--- config.mk ---
export PLATFORM = sky130hd
export DESIGN_NAME = irq_enable_and_key_flag_regs
export DESIGN_NICKNAME = d
export VERILOG_FILES = /design/src/logic/irq_regs_pkg.sv /design/src/logic/irq_edge.sv /design/src/logic/irq_enable_and_key_flag_regs.sv /design/src/logic/irq_sync2.sv
export SDC_FILE = /design/constraint.sdc
export NUM_CORES = 1
export LEC_CHECK = 0
export ABC_CLOCK_PERIOD_IN_PS = 2150
export BUFFER_PORTS_ARGS = -buffer_cell sky130_fd_sc_hd__buf_2
export CAP_MARGIN = 20
export CORE_ASPECT_RATIO = 0.75
export CORE_MARGIN = 3
export CORE_UTILIZATION = 47
export DETAILED_ROUTE_END_ITERATION = 16
export PLACE_DENSITY = 0.79
export RECOVER_POWER = 50
export SLEW_MARGIN = 10
export SYNTH_ARGS = -nofsm -noshare
export SYNTH_HDL_FRONTEND = slang
export SYNTH_SLANG_ARGS = --single-unit
--- constraint.sdc ---
create_clock -name clk -period 2.15 [get_ports clk]
set_input_delay 0.3225 -clock clk [delete_from_list [all_inputs] [get_ports clk]]
set_output_delay 0.3225 -clock clk [all_outputs]
set_load 0.03 [all_outputs]
--- src/logic/irq_regs_pkg.sv ---
// Purpose: constants for the interrupt enable and key flag register slice
// Assumes: 32-bit APB, one register per aligned word
// Notes:   three printed offsets are not multiples of four, so all are indices

package irq_regs_pkg;

   // ************************************************************
   // register indices and byte addresses
   // ************************************************************
   localparam logic [19:0] SERIAL_EN_IDX  = 20'h40276;
   localparam logic [19:0] TIMCONV_EN_IDX = 20'h40277;
   localparam logic [19:0] KEY_FLAG_IDX   = 20'h40280;
   localparam logic [19:0] IRQ_STAT_IDX   = 20'h40288;
   localparam logic [19:0] IRQ_MASK_IDX   = 20'h40289;
   localparam int          ADDR_W         = 22;

   localparam logic [ADDR_W-1:0] SERIAL_EN_ADDR  = {SERIAL_EN_IDX, 2'b00};
   localparam logic [ADDR_W-1:0] TIMCONV_EN_ADDR = {TIMCONV_EN_IDX, 2'b00};
   localparam logic [ADDR_W-1:0] KEY_FLAG_ADDR   = {KEY_FLAG_IDX, 2'b00};
   localparam logic [ADDR_W-1:0] IRQ_STAT_ADDR   = {IRQ_STAT_IDX, 2'b00};
   localparam logic [ADDR_W-1:0] IRQ_MASK_ADDR   = {IRQ_MASK_IDX, 2'b00};

   // ************************************************************
   // field positions
   // ************************************************************
   localparam int SER1_TX_POS  = 5;
   localparam int SER1_RX_POS  = 4;
   localparam int SER1_ERR_POS = 3;
   localparam int SER0_TX_POS  = 2;
   localparam int SER0_RX_POS  = 1;
   localparam int SER0_ERR_POS = 0;
   localparam int CTM_POS      = 1;
   localparam int ADC_POS      = 0;
   localparam int P5_GRP_POS   = 5;
   localparam int P6_GRP_POS   = 4;
   localparam int KEY4_POS     = 3;
   localparam int KEY5_POS     = 2;

   localparam int N_SRC  = 12;
   localparam int N_KEY  = 4;
   localparam logic [7:0] SERIAL_EN_RST  = 8'h00;
   localparam logic [7:0] TIMCONV_EN_RST = 8'h00;
   localparam logic [7:0] TIMCONV_RSVD   = 8'hFC;
   localparam logic [7:0] KEY_FLAG_RST   = 8'h00;
   localparam logic [N_SRC-1:0] STAT_RST = 12'h000;
   localparam logic [N_SRC-1:0] MASK_RST = 12'h000;

endpackage : irq_regs_pkg

--- src/logic/irq_edge.sv ---
// Purpose: rising edge detect of synchronised levels
// Assumes: inputs already on clk
// Notes:   a level held high raises only one event

module irq_edge #(
   parameter int W = 4
) (
   // clock and reset
   input  wire logic         clk,
   input  wire logic         rst_n,
   // levels in, pulses out
   input  wire logic [W-1:0] lvl,
   output logic      [W-1:0] rise
);
   logic [W-1:0] prev_r;

   always_ff @(posedge clk) begin
      if (!rst_n) begin
         prev_r <= '0;
      end else begin
         prev_r <= lvl;
      end
   end

   assign rise = lvl & ~prev_r;
endmodule : irq_edge

--- src/logic/irq_enable_and_key_flag_regs.sv ---
// Purpose: serial, timer and converter interrupt enables, key factor flags
// Assumes: APB slave, zero wait states, event pulses on clk
// Notes:   key pins are asynchronous and pass a synchroniser
//
// What this block does
// - serial channel 1 transmit-empty enable at bit 5, resets to 0
// - serial channel 1 receive-full enable bit 4, error bit 3, reset 0
// - serial channel 0 transmit 2, receive 1, error 0 enables, reset 0
// - timer/converter enable bit 1 gates the converter status (bit 11), bit 0 the clock timer status (bit 10), reset 0
// - port-5 group flag bit 5, port-6 group flag bit 4, read/write

module irq_enable_and_key_flag_regs
   import irq_regs_pkg::*;
(
   // clock and reset
   input  wire logic                     clk,
   input  wire logic                     rst_n,
   // apb slave
   input  wire logic                     psel,
   input  wire logic                     penable,
   input  wire logic                     pwrite,
   input  wire logic [irq_regs_pkg::ADDR_W-1:0] paddr,
   input  wire logic [31:0]              pwdata,
   input  wire logic [3:0]               pstrb,
   output logic      [31:0]              prdata,
   output logic                          pready,
   output logic                          pslverr,
   // peripheral event pulses, on clk
   input  wire logic                     ser1_tx_empty_ev,
   input  wire logic                     ser1_rx_full_ev,
   input  wire logic                     ser1_rx_error_ev,
   input  wire logic                     ser0_tx_empty_ev,
   input  wire logic                     ser0_rx_full_ev,
   input  wire logic                     ser0_rx_error_ev,
   input  wire logic                     clock_timer_ev,
   input  wire logic                     converter_done_ev,
   // key input pins, asynchronous
   input  wire logic                     port5_group_in,
   input  wire logic                     port6_group_in,
   input  wire logic                     key_line4_in,
   input  wire logic                     key_line5_in,
   // requests toward the processor
   output logic      [5:0]               serial_irq_req,
   output logic      [1:0]               timer_conv_irq_req,
   output logic      [3:0]               key_irq_req,
   output logic                          irq
);
   import irq_regs_pkg::*;

   // ************************************************************
   // registers
   // ************************************************************
   logic [7:0]       ser_en_r;
   logic [7:0]       ser_en_nxt;
   logic [1:0]       tc_en_r;
   logic [1:0]       tc_en_nxt;
   logic [N_KEY-1:0] key_en_r;
   logic [N_KEY-1:0] key_en_nxt;
   logic [N_KEY-1:0] key_flag_r;
   logic [N_KEY-1:0] key_flag_nxt;
   logic [N_SRC-1:0] stat_r;
   logic [N_SRC-1:0] stat_nxt;
   logic [N_SRC-1:0] mask_r;
   logic [N_SRC-1:0] mask_nxt;
   logic [31:0]      prdata_r;
   logic [31:0]      prdata_nxt;

   // ************************************************************
   // apb decode
   // ************************************************************
   function automatic logic hit(input logic [ADDR_W-1:0] a,
                                input logic [ADDR_W-1:0] b);
      hit = (a == b);
   endfunction : hit

   wire acc      = psel & penable;
   wire wr       = acc & pwrite & pstrb[0];
   wire rd_setup = psel & ~penable & ~pwrite;
   wire sel_ser  = hit(paddr, SERIAL_EN_ADDR);
   wire sel_tc   = hit(paddr, TIMCONV_EN_ADDR);
   wire sel_key  = hit(paddr, KEY_FLAG_ADDR);
   wire sel_stat = hit(paddr, IRQ_STAT_ADDR);
   wire sel_mask = hit(paddr, IRQ_MASK_ADDR);
   wire mapped   = sel_ser | sel_tc | sel_key | sel_stat | sel_mask;

   // zero wait states; unmapped addresses answer with an error
   assign pready  = 1'b1;
   assign pslverr = acc & ~mapped;
   assign prdata  = prdata_r;

   // ************************************************************
   // key inputs
   // ************************************************************
   logic [N_KEY-1:0] key_sync;
   logic [N_KEY-1:0] key_rise;

   irq_sync2 #(.W(N_KEY)) u_sync (
      .clk   (clk),
      .rst_n (rst_n),
      .d     ({port5_group_in, port6_group_in, key_line4_in,
               key_line5_in}),
      .q     (key_sync)
   );

   irq_edge #(.W(N_KEY)) u_edge (
      .clk   (clk),
      .rst_n (rst_n),
      .lvl   (key_sync),
      .rise  (key_rise)
   );

   // ************************************************************
   // next state
   // ************************************************************
   // flag bits 5..2 map to key vector 3..0
   wire [N_KEY-1:0] key_wdata = pwdata[P5_GRP_POS:KEY5_POS];
   // key bits 9..6 are left empty here and come from key_rise below
   wire [N_SRC-1:0] ser_ev = {converter_done_ev, clock_timer_ev, 4'h0,
                              ser1_tx_empty_ev, ser1_rx_full_ev,
                              ser1_rx_error_ev, ser0_tx_empty_ev,
                              ser0_rx_full_ev, ser0_rx_error_ev};
   wire [N_SRC-1:0] all_ev = ser_ev | {2'b00, key_rise, 6'h00};
   wire [N_SRC-1:0] req_vec;

   always_comb begin
      ser_en_nxt   = ser_en_r;
      tc_en_nxt    = tc_en_r;
      key_en_nxt   = key_en_r;
      key_flag_nxt = key_flag_r;
      stat_nxt     = stat_r;
      mask_nxt     = mask_r;
      if (wr && sel_ser) begin
         ser_en_nxt = {2'b00, pwdata[SER1_TX_POS:SER0_ERR_POS]};
      end
      if (wr && sel_tc) begin
         // reserved ones are expected from software, not stored
         tc_en_nxt = pwdata[CTM_POS:ADC_POS];
      end
      if (wr && sel_key) begin
         key_flag_nxt = key_wdata;
      end
      if (wr && sel_mask) begin
         mask_nxt = pwdata[N_SRC-1:0];
         key_en_nxt = pwdata[9:6];
      end
      if (wr && sel_stat) begin
         stat_nxt = stat_nxt & ~pwdata[N_SRC-1:0];
      end
      // set wins over a same-cycle write or clear
      key_flag_nxt = key_flag_nxt | key_rise;
      stat_nxt     = stat_nxt | all_ev;
   end

   always_comb begin
      prdata_nxt = 32'h0000_0000;
      if (rd_setup) begin
         if (sel_ser) begin
            prdata_nxt = {24'h000000, ser_en_r};
         end else if (sel_tc) begin
            prdata_nxt = {24'h000000, TIMCONV_RSVD | {6'h00, tc_en_r}};
         end else if (sel_key) begin
            prdata_nxt = {24'h000000, 2'b00, key_flag_r, 2'b00};
         end else if (sel_stat) begin
            prdata_nxt = {20'h00000, stat_r};
         end else if (sel_mask) begin
            prdata_nxt = {20'h00000, mask_r};
         end else begin
            prdata_nxt = 32'h0000_0000;
         end
      end else begin
         prdata_nxt = prdata_r;
      end
   end

   // ************************************************************
   // state
   // ************************************************************
   // key flags are undefined in hardware; zero here for determinism
   always_ff @(posedge clk) begin
      if (!rst_n) begin
         ser_en_r   <= SERIAL_EN_RST;
         tc_en_r    <= TIMCONV_EN_RST[1:0];
         key_en_r   <= '0;
         key_flag_r <= KEY_FLAG_RST[N_KEY-1:0];
         stat_r     <= STAT_RST;
         mask_r     <= MASK_RST;
         prdata_r   <= 32'h0000_0000;
      end else begin
         ser_en_r   <= ser_en_nxt;
         tc_en_r    <= tc_en_nxt;
         key_en_r   <= key_en_nxt;
         key_flag_r <= key_flag_nxt;
         stat_r     <= stat_nxt;
         mask_r     <= mask_nxt;
         prdata_r   <= prdata_nxt;
      end
   end

   // ************************************************************
   // requests
   // ************************************************************
   assign serial_irq_req     = ser_en_r[5:0] & stat_r[5:0];
   assign timer_conv_irq_req = tc_en_r & stat_r[11:10];
   assign key_irq_req        = key_en_r & key_flag_r;
   assign req_vec            = stat_r & mask_r;
   assign irq                = |req_vec;

endmodule : irq_enable_and_key_flag_regs

--- src/logic/irq_sync2.sv ---
// Purpose: two-flop synchroniser for asynchronous event inputs
// Assumes: single clock domain
// Notes:   first stage feeds only the second

module irq_sync2 #(
   parameter int W = 4
) (
   // clock and reset
   input  wire logic         clk,
   input  wire logic         rst_n,
   // data
   input  wire logic [W-1:0] d,
   output logic      [W-1:0] q
);
   logic [W-1:0] meta_r;

   always_ff @(posedge clk) begin
      if (!rst_n) begin
         meta_r <= '0;
         q      <= '0;
      end else begin
         meta_r <= d;
         q      <= meta_r;
      end
   end
endmodule : irq_sync2
Word-level counts from Yosys, hierarchy flattened
Index checks and enable logic that the tools add are counted.

Equality and inequality tests: 5. Muxes and demuxes: 7. Bitwise operators: 24. Reductions and logical operators: 6.

Operators by type and width (count): 22-bit by 21-bit == test with 1-bit output (second input constant) (5); 12-bit 2-to-1 mux (6); 12-bit AND (2); 12-bit inverter (1); 12-bit by 10-bit bitwise OR with 12-bit output (1); 12-bit bitwise OR (1); 12-bit OR reduction (1); 4-bit AND (2); 1-bit AND (6); 6-bit AND (1); 1-bit logical AND (5); 4-bit 2-to-1 mux (1); 4-bit inverter (1); 1-bit bitwise OR (4); 4-bit bitwise OR (1); 1-bit inverter (3); 2-bit AND (1).

Register bits: 84. Input bits: 75. Output and inout bits: 47. Word-level logic and storage cells: 52.

Longest topological paths before layout
Word-level depth: 7. Depth in mapped cells: 6.

By module
From an unflattened synthesis, not the netlist that was laid out.

Cell total of the unflattened synthesis: 342. Area total of the unflattened synthesis: 2996.6 sq um.

Modules (own cells, without submodules): irq_enable_and_key_flag_regs (times used 1, cells an instance 314, area each 2656.3 sq um, seq. area each 960.9 sq um); irq_sync2 (times used 1, cells an instance 16, area each 210.2 sq um, seq. area each 160.2 sq um); irq_edge (times used 1, cells an instance 12, area each 130.1 sq um, seq. area each 80.1 sq um).

Worst setup path after synthesis
No wires, ideal clock.

Path kind: input port to output port. Start point: input port paddr[2] (netlist name). End point: output port pslverr. Arrival: 1.731 ns. Required time: 1.827 ns. Path slack: 0.096 ns. Stages: 4. Path buffers: 2. Path through: clkbuf_1 buf_1 nand2b_1 a211oi_1.

Longest elaborated chain between the ends: 7.

Ends and longest elaborated chain: from (decl) (line irq_enable_and_key_flag_regs.sv:22) `input wire logic [irq_regs_pkg::ADDR_W-1:0] paddr,`; 22-bit by 21-bit == test with 1-bit output (line irq_enable_and_key_flag_regs.sv:73) `hit = (a == b);`; 1-bit bitwise OR (3 in a row) (line irq_enable_and_key_flag_regs.sv:84) `wire mapped = sel_ser | sel_tc | sel_key | sel_stat | sel_mask;`; 1-bit bitwise OR (*) (line irq_enable_and_key_flag_regs.sv:84); 1-bit inverter (*) (line irq_enable_and_key_flag_regs.sv:88) `assign pslverr = acc & ~mapped;`; 1-bit AND (*) (line irq_enable_and_key_flag_regs.sv:88); to (decl) (line irq_enable_and_key_flag_regs.sv:27) `output logic pslverr,`.

Every way passes the cells marked *; elsewhere a longest branch is shown, timed or not.

Worst setup path after layout
Start point: input port paddr[0] (netlist name). End point: output port pslverr.

Same word-level chain as after synthesis.

==> impl_summary.txt <==
----------------------------------------------------
[Outcome]
  Run status ... finished, final reports clean

[Logic synthesis]
  Library cell occupying the most area in the post-synthesis netlist ... sky130_fd_sc_hd__dfxtp_1
  Share of flip-flops with an asynchronous set or reset ... 0%
  Compound-gate portion of the synthesized area ... 12.8%
  Cell with the most instances after synthesis ... sky130_fd_sc_hd__dfxtp_1
  Cell types with the largest area share after synthesis ... sky130_fd_sc_hd__dfxtp_1, sky130_fd_sc_hd__mux2i_1, sky130_fd_sc_hd__nand2_1
  Adder-cell share of the synthesized area ... 0%
  Sequential fraction of the synthesis area ... 42.5%
  Number of warnings reported in the yosys synthesis log ... 0
  Post-Syn Area ... 2830 µm²
  Count of distinct cell types in the synthesized netlist ... 41
  Commonest cells in the netlist ... sky130_fd_sc_hd__dfxtp_1, sky130_fd_sc_hd__nand2_1, sky130_fd_sc_hd__mux2i_1, sky130_fd_sc_hd__and2_1, sky130_fd_sc_hd__buf_4
  Top FF cell, synth ... sky130_fd_sc_hd__dfxtp_1
  Number of register bits inferred by synthesis ... 60
  Area share of xor/xnor cells in the synthesized design ... 0%
  Mux cell area share after synthesis ... 11.5%
  Count of flip-flops with a built-in enable after synthesis ... 0
  Combinational family with the most area after synthesis ... simple AND/OR/NAND/NOR gates
  Number of cells produced by synthesis ... 314
  Area fraction in and, or, nand and nor cells after synthesis ... 24.6%
  Mean area per synthesized cell ... 9.01 µm²
  Share of the synthesized area in the top cell type ... 42.5%

[CTS]
  Root buffer selected by CTS ... sky130_fd_sc_hd__clkbuf_8
  Number of sinks driven by the clock tree ... 60
  H-tree depth reported by CTS ... 3
  Clock tree from TritonCTS ... done
  Buffer count from post-CTS setup fixing ... 0
  Count of hold buffers inserted by post-cts repair ... 0
  Clk slew on worst S/H paths ... 60 ps
  Maximum buffer depth of the clock tree ... 2
  Clock latency of the later-clocked register in the worst-skew pair ... 340 ps
  Inserted Clock Buffers ... 9
  Resized Gates After CTS ... 0

[Layout]
  Ratio of cells with drive above 1 in the final layout ... 22.3%
  Count of placed standard cells in the final layout, fillers left out ... 478
  Antenna diode count ... 0
  Count of filler cells inserted in the layout ... 524
  Total number of nets in the final design ... 474
  Utilization after layout ... 62.2%
  Area added between synthesis and finish ... 22.9%

[Floorplanning]
  Die Y ... 73.2 µm
  Top-level I/O count ... 122
  Die outline width ... 95.6 µm
  Initial cell density of the core ... 50.6%
  Die outline area ... 6990 µm²
  Core area ... 5580 µm²
  Number of placement rows ... 23

[Timing]
  Timing-limited maximum frequency ... 0.495 GHz
  Worst slew pin tran ... 925 ps
  Final slew viol count ... 0
  Final Cycle Share ... 94.0%
  Finish-stage setup viols ... 0
  Minimum clock period ... 2020 ps
  Setup repair after global routing missed its margin ... no
  Final Hold Viols ... 0
  Fin Setup TNS ... 0 ps
  Headroom to the max-slew limit ... 38.3%
  Post-route clock skew ... 4.91 ps

[GRT]
  Number of antenna violations at the first check in global routing ... 0
  Wire length of the first global-routing pass ... 11300 µm
  Via count of the first global-routing pass ... 2359
  GR Util met2 ... 33.2%
  Met1 global-route usage ... 27.9%
  Met3 track demand over resource ... 8.35%
  Maximum number of pins on one net before global-route repair ... 56
  Layer with the highest usage ... met2
  Total grt overflow ... 0
  Gr usage total ... 21.4%

[Place]
  HPWL after detailed placement ... 5580 µm
  Total instance count after detailed placement ... 463
  RD Place Congestion ... 0.904
  Count of port buffers added during placement ... 77

[Run]
  Number of max-capacitance violations reported ... 0

[Route]
  Routed length per instance ... 15.1 µm
  Initial DRC count ... 130
  Total routed wirelength ... 7220 µm
  Antenna viol nets, final ... 0
  TritonRoute pass-1 iters ... 4
  Routed via count ... 2488
  Post-route DRC ... 0
  Post-detailed-route via-to-cell ratio ... 5.21

[Critical path]
  CP endpoint kind ... primary output
  CP startpoint kind ... input pin
  WP data arrival ... 1700 ps
  Worst setup path category ... in -> out
  Worst Path Required ... 1830 ps
  Maximum fanout count along the critical path ... 8

[Power]
  Pleak ... 1.53 nW
  Worst ir drop on vdd ... 0.000505 V
  Pwr per Cell Area ... 753 nW/µm²

[Hold path]
  Worst Hold Class ... in -> reg

----------------------------------------------------
==> placed cells by master, fill, tap and decap left out, types with 2 or more instances in the layout <==
master,n
sky130_fd_sc_hd__mux2i_1,28
sky130_fd_sc_hd__buf_2,53
sky130_fd_sc_hd__a21boi_0,5
sky130_fd_sc_hd__o21ai_0,18
sky130_fd_sc_hd__o31ai_1,2
sky130_fd_sc_hd__nand3_1,4
sky130_fd_sc_hd__nand2b_1,9
sky130_fd_sc_hd__a22oi_1,4
sky130_fd_sc_hd__nor2_1,10
sky130_fd_sc_hd__and3_1,2
sky130_fd_sc_hd__nor3_1,2
sky130_fd_sc_hd__a22o_1,3
sky130_fd_sc_hd__nor2b_1,8
sky130_fd_sc_hd__nor4_2,2
sky130_fd_sc_hd__conb_1,21
sky130_fd_sc_hd__and2_0,4
sky130_fd_sc_hd__clkbuf_1,26
sky130_fd_sc_hd__bufinv_16,3
sky130_fd_sc_hd__buf_4,8
sky130_fd_sc_hd__and2_1,22
sky130_fd_sc_hd__clkbuf_8,10
sky130_fd_sc_hd__nand4_1,2
sky130_fd_sc_hd__inv_1,8
sky130_fd_sc_hd__nand2_1,46
sky130_fd_sc_hd__dfxtp_1,60
sky130_fd_sc_hd__a31oi_1,12
sky130_fd_sc_hd__o221ai_1,4
sky130_fd_sc_hd__a221oi_1,3
sky130_fd_sc_hd__a222oi_1,2
sky130_fd_sc_hd__mux2_2,4
sky130_fd_sc_hd__nand4_2,2
==> state kept, by name, summed over array words and instances, names as in the netlist <==
register	cells
prdata	12
mask_r	9
u_sync.q	4
tc_en_r	2
u_edge.prev_r	4
stat_r	12
key_flag_r	4
u_sync.meta_r	4
key_en_r	3
ser_en_r	6
==> cells by family (layout without fill, tap and decap cells) <==
family,count (synthesis),after routing
other,2,21
buffers and inverters,41,111
AOI/OAI and AO/OA,54,54
muxes,32,32
DFF,60,60
and+or+nand+nor,125,125
==> critical path, stage by stage <==
cell,delay (ps)
sky130_fd_sc_hd__buf_2,100
sky130_fd_sc_hd__nor4_2,340
sky130_fd_sc_hd__nand4_2,310
sky130_fd_sc_hd__nor2_2,310
sky130_fd_sc_hd__a211oi_1,120
sky130_fd_sc_hd__buf_2,190
==> power by group <==
group	internal (mW)	total, mW	switching [mW]
Combinational	0.0780	0.220	0.142
Sequential	1.14	1.16	0.0227
Clock	0.795	1.23	0.439
Total	2.01	2.62	0.603
==> metal layers <==
metal  routed length [µm]  up-vias  share of wire (%)
li1                     -     1222                  -
met1                 3170     1152                 44
met2                 3310      100                 46
met3                  634       14                8.8
met4                  108        0                1.5
met5                    0        -                  0
==> final cells by class <==
type | instances | area (µm²) | area share (%)
Clock inverter | 4 | 97.6 | 2.81
Sequential cell | 60 | 1200 | 34.6
Timing Repair Buffer | 88 | 444 | 12.8
Multi-Input combinational cell | 232 | 1470 | 42.2
Tap cell | 75 | 93.8 | 2.70
Clock buffer | 11 | 141 | 4.07
Inverter | 8 | 30.0 | 0.864
==> final timing paths <==
check	startpoint	end	slack, ps	depth (start not counted)
setup / recovery	paddr[0]	pslverr	130	6
hold / removal	pwdata[7]	stat_r[7]	170	2
setup reg to reg	stat_r[1]	prdata[1]	1030	4
hold reg to reg	u_sync.meta_r[1]	u_sync.q[1]	440	1
==> metrics by stage <==
stage                     power, mW  worst slack (ps)  area (µm²)  hold slack (ps)
after floorplan                1.34              96.4        2900              412
after global placement         1.40              90.5        3270              415
after detailed placement       1.41              11.8        3270              422
after CTS                      2.64              24.5        3510              154
after global routing           2.72              14.6        3470              155
final                          2.62               130        3470              166
(Power assumes the default switching activity.)
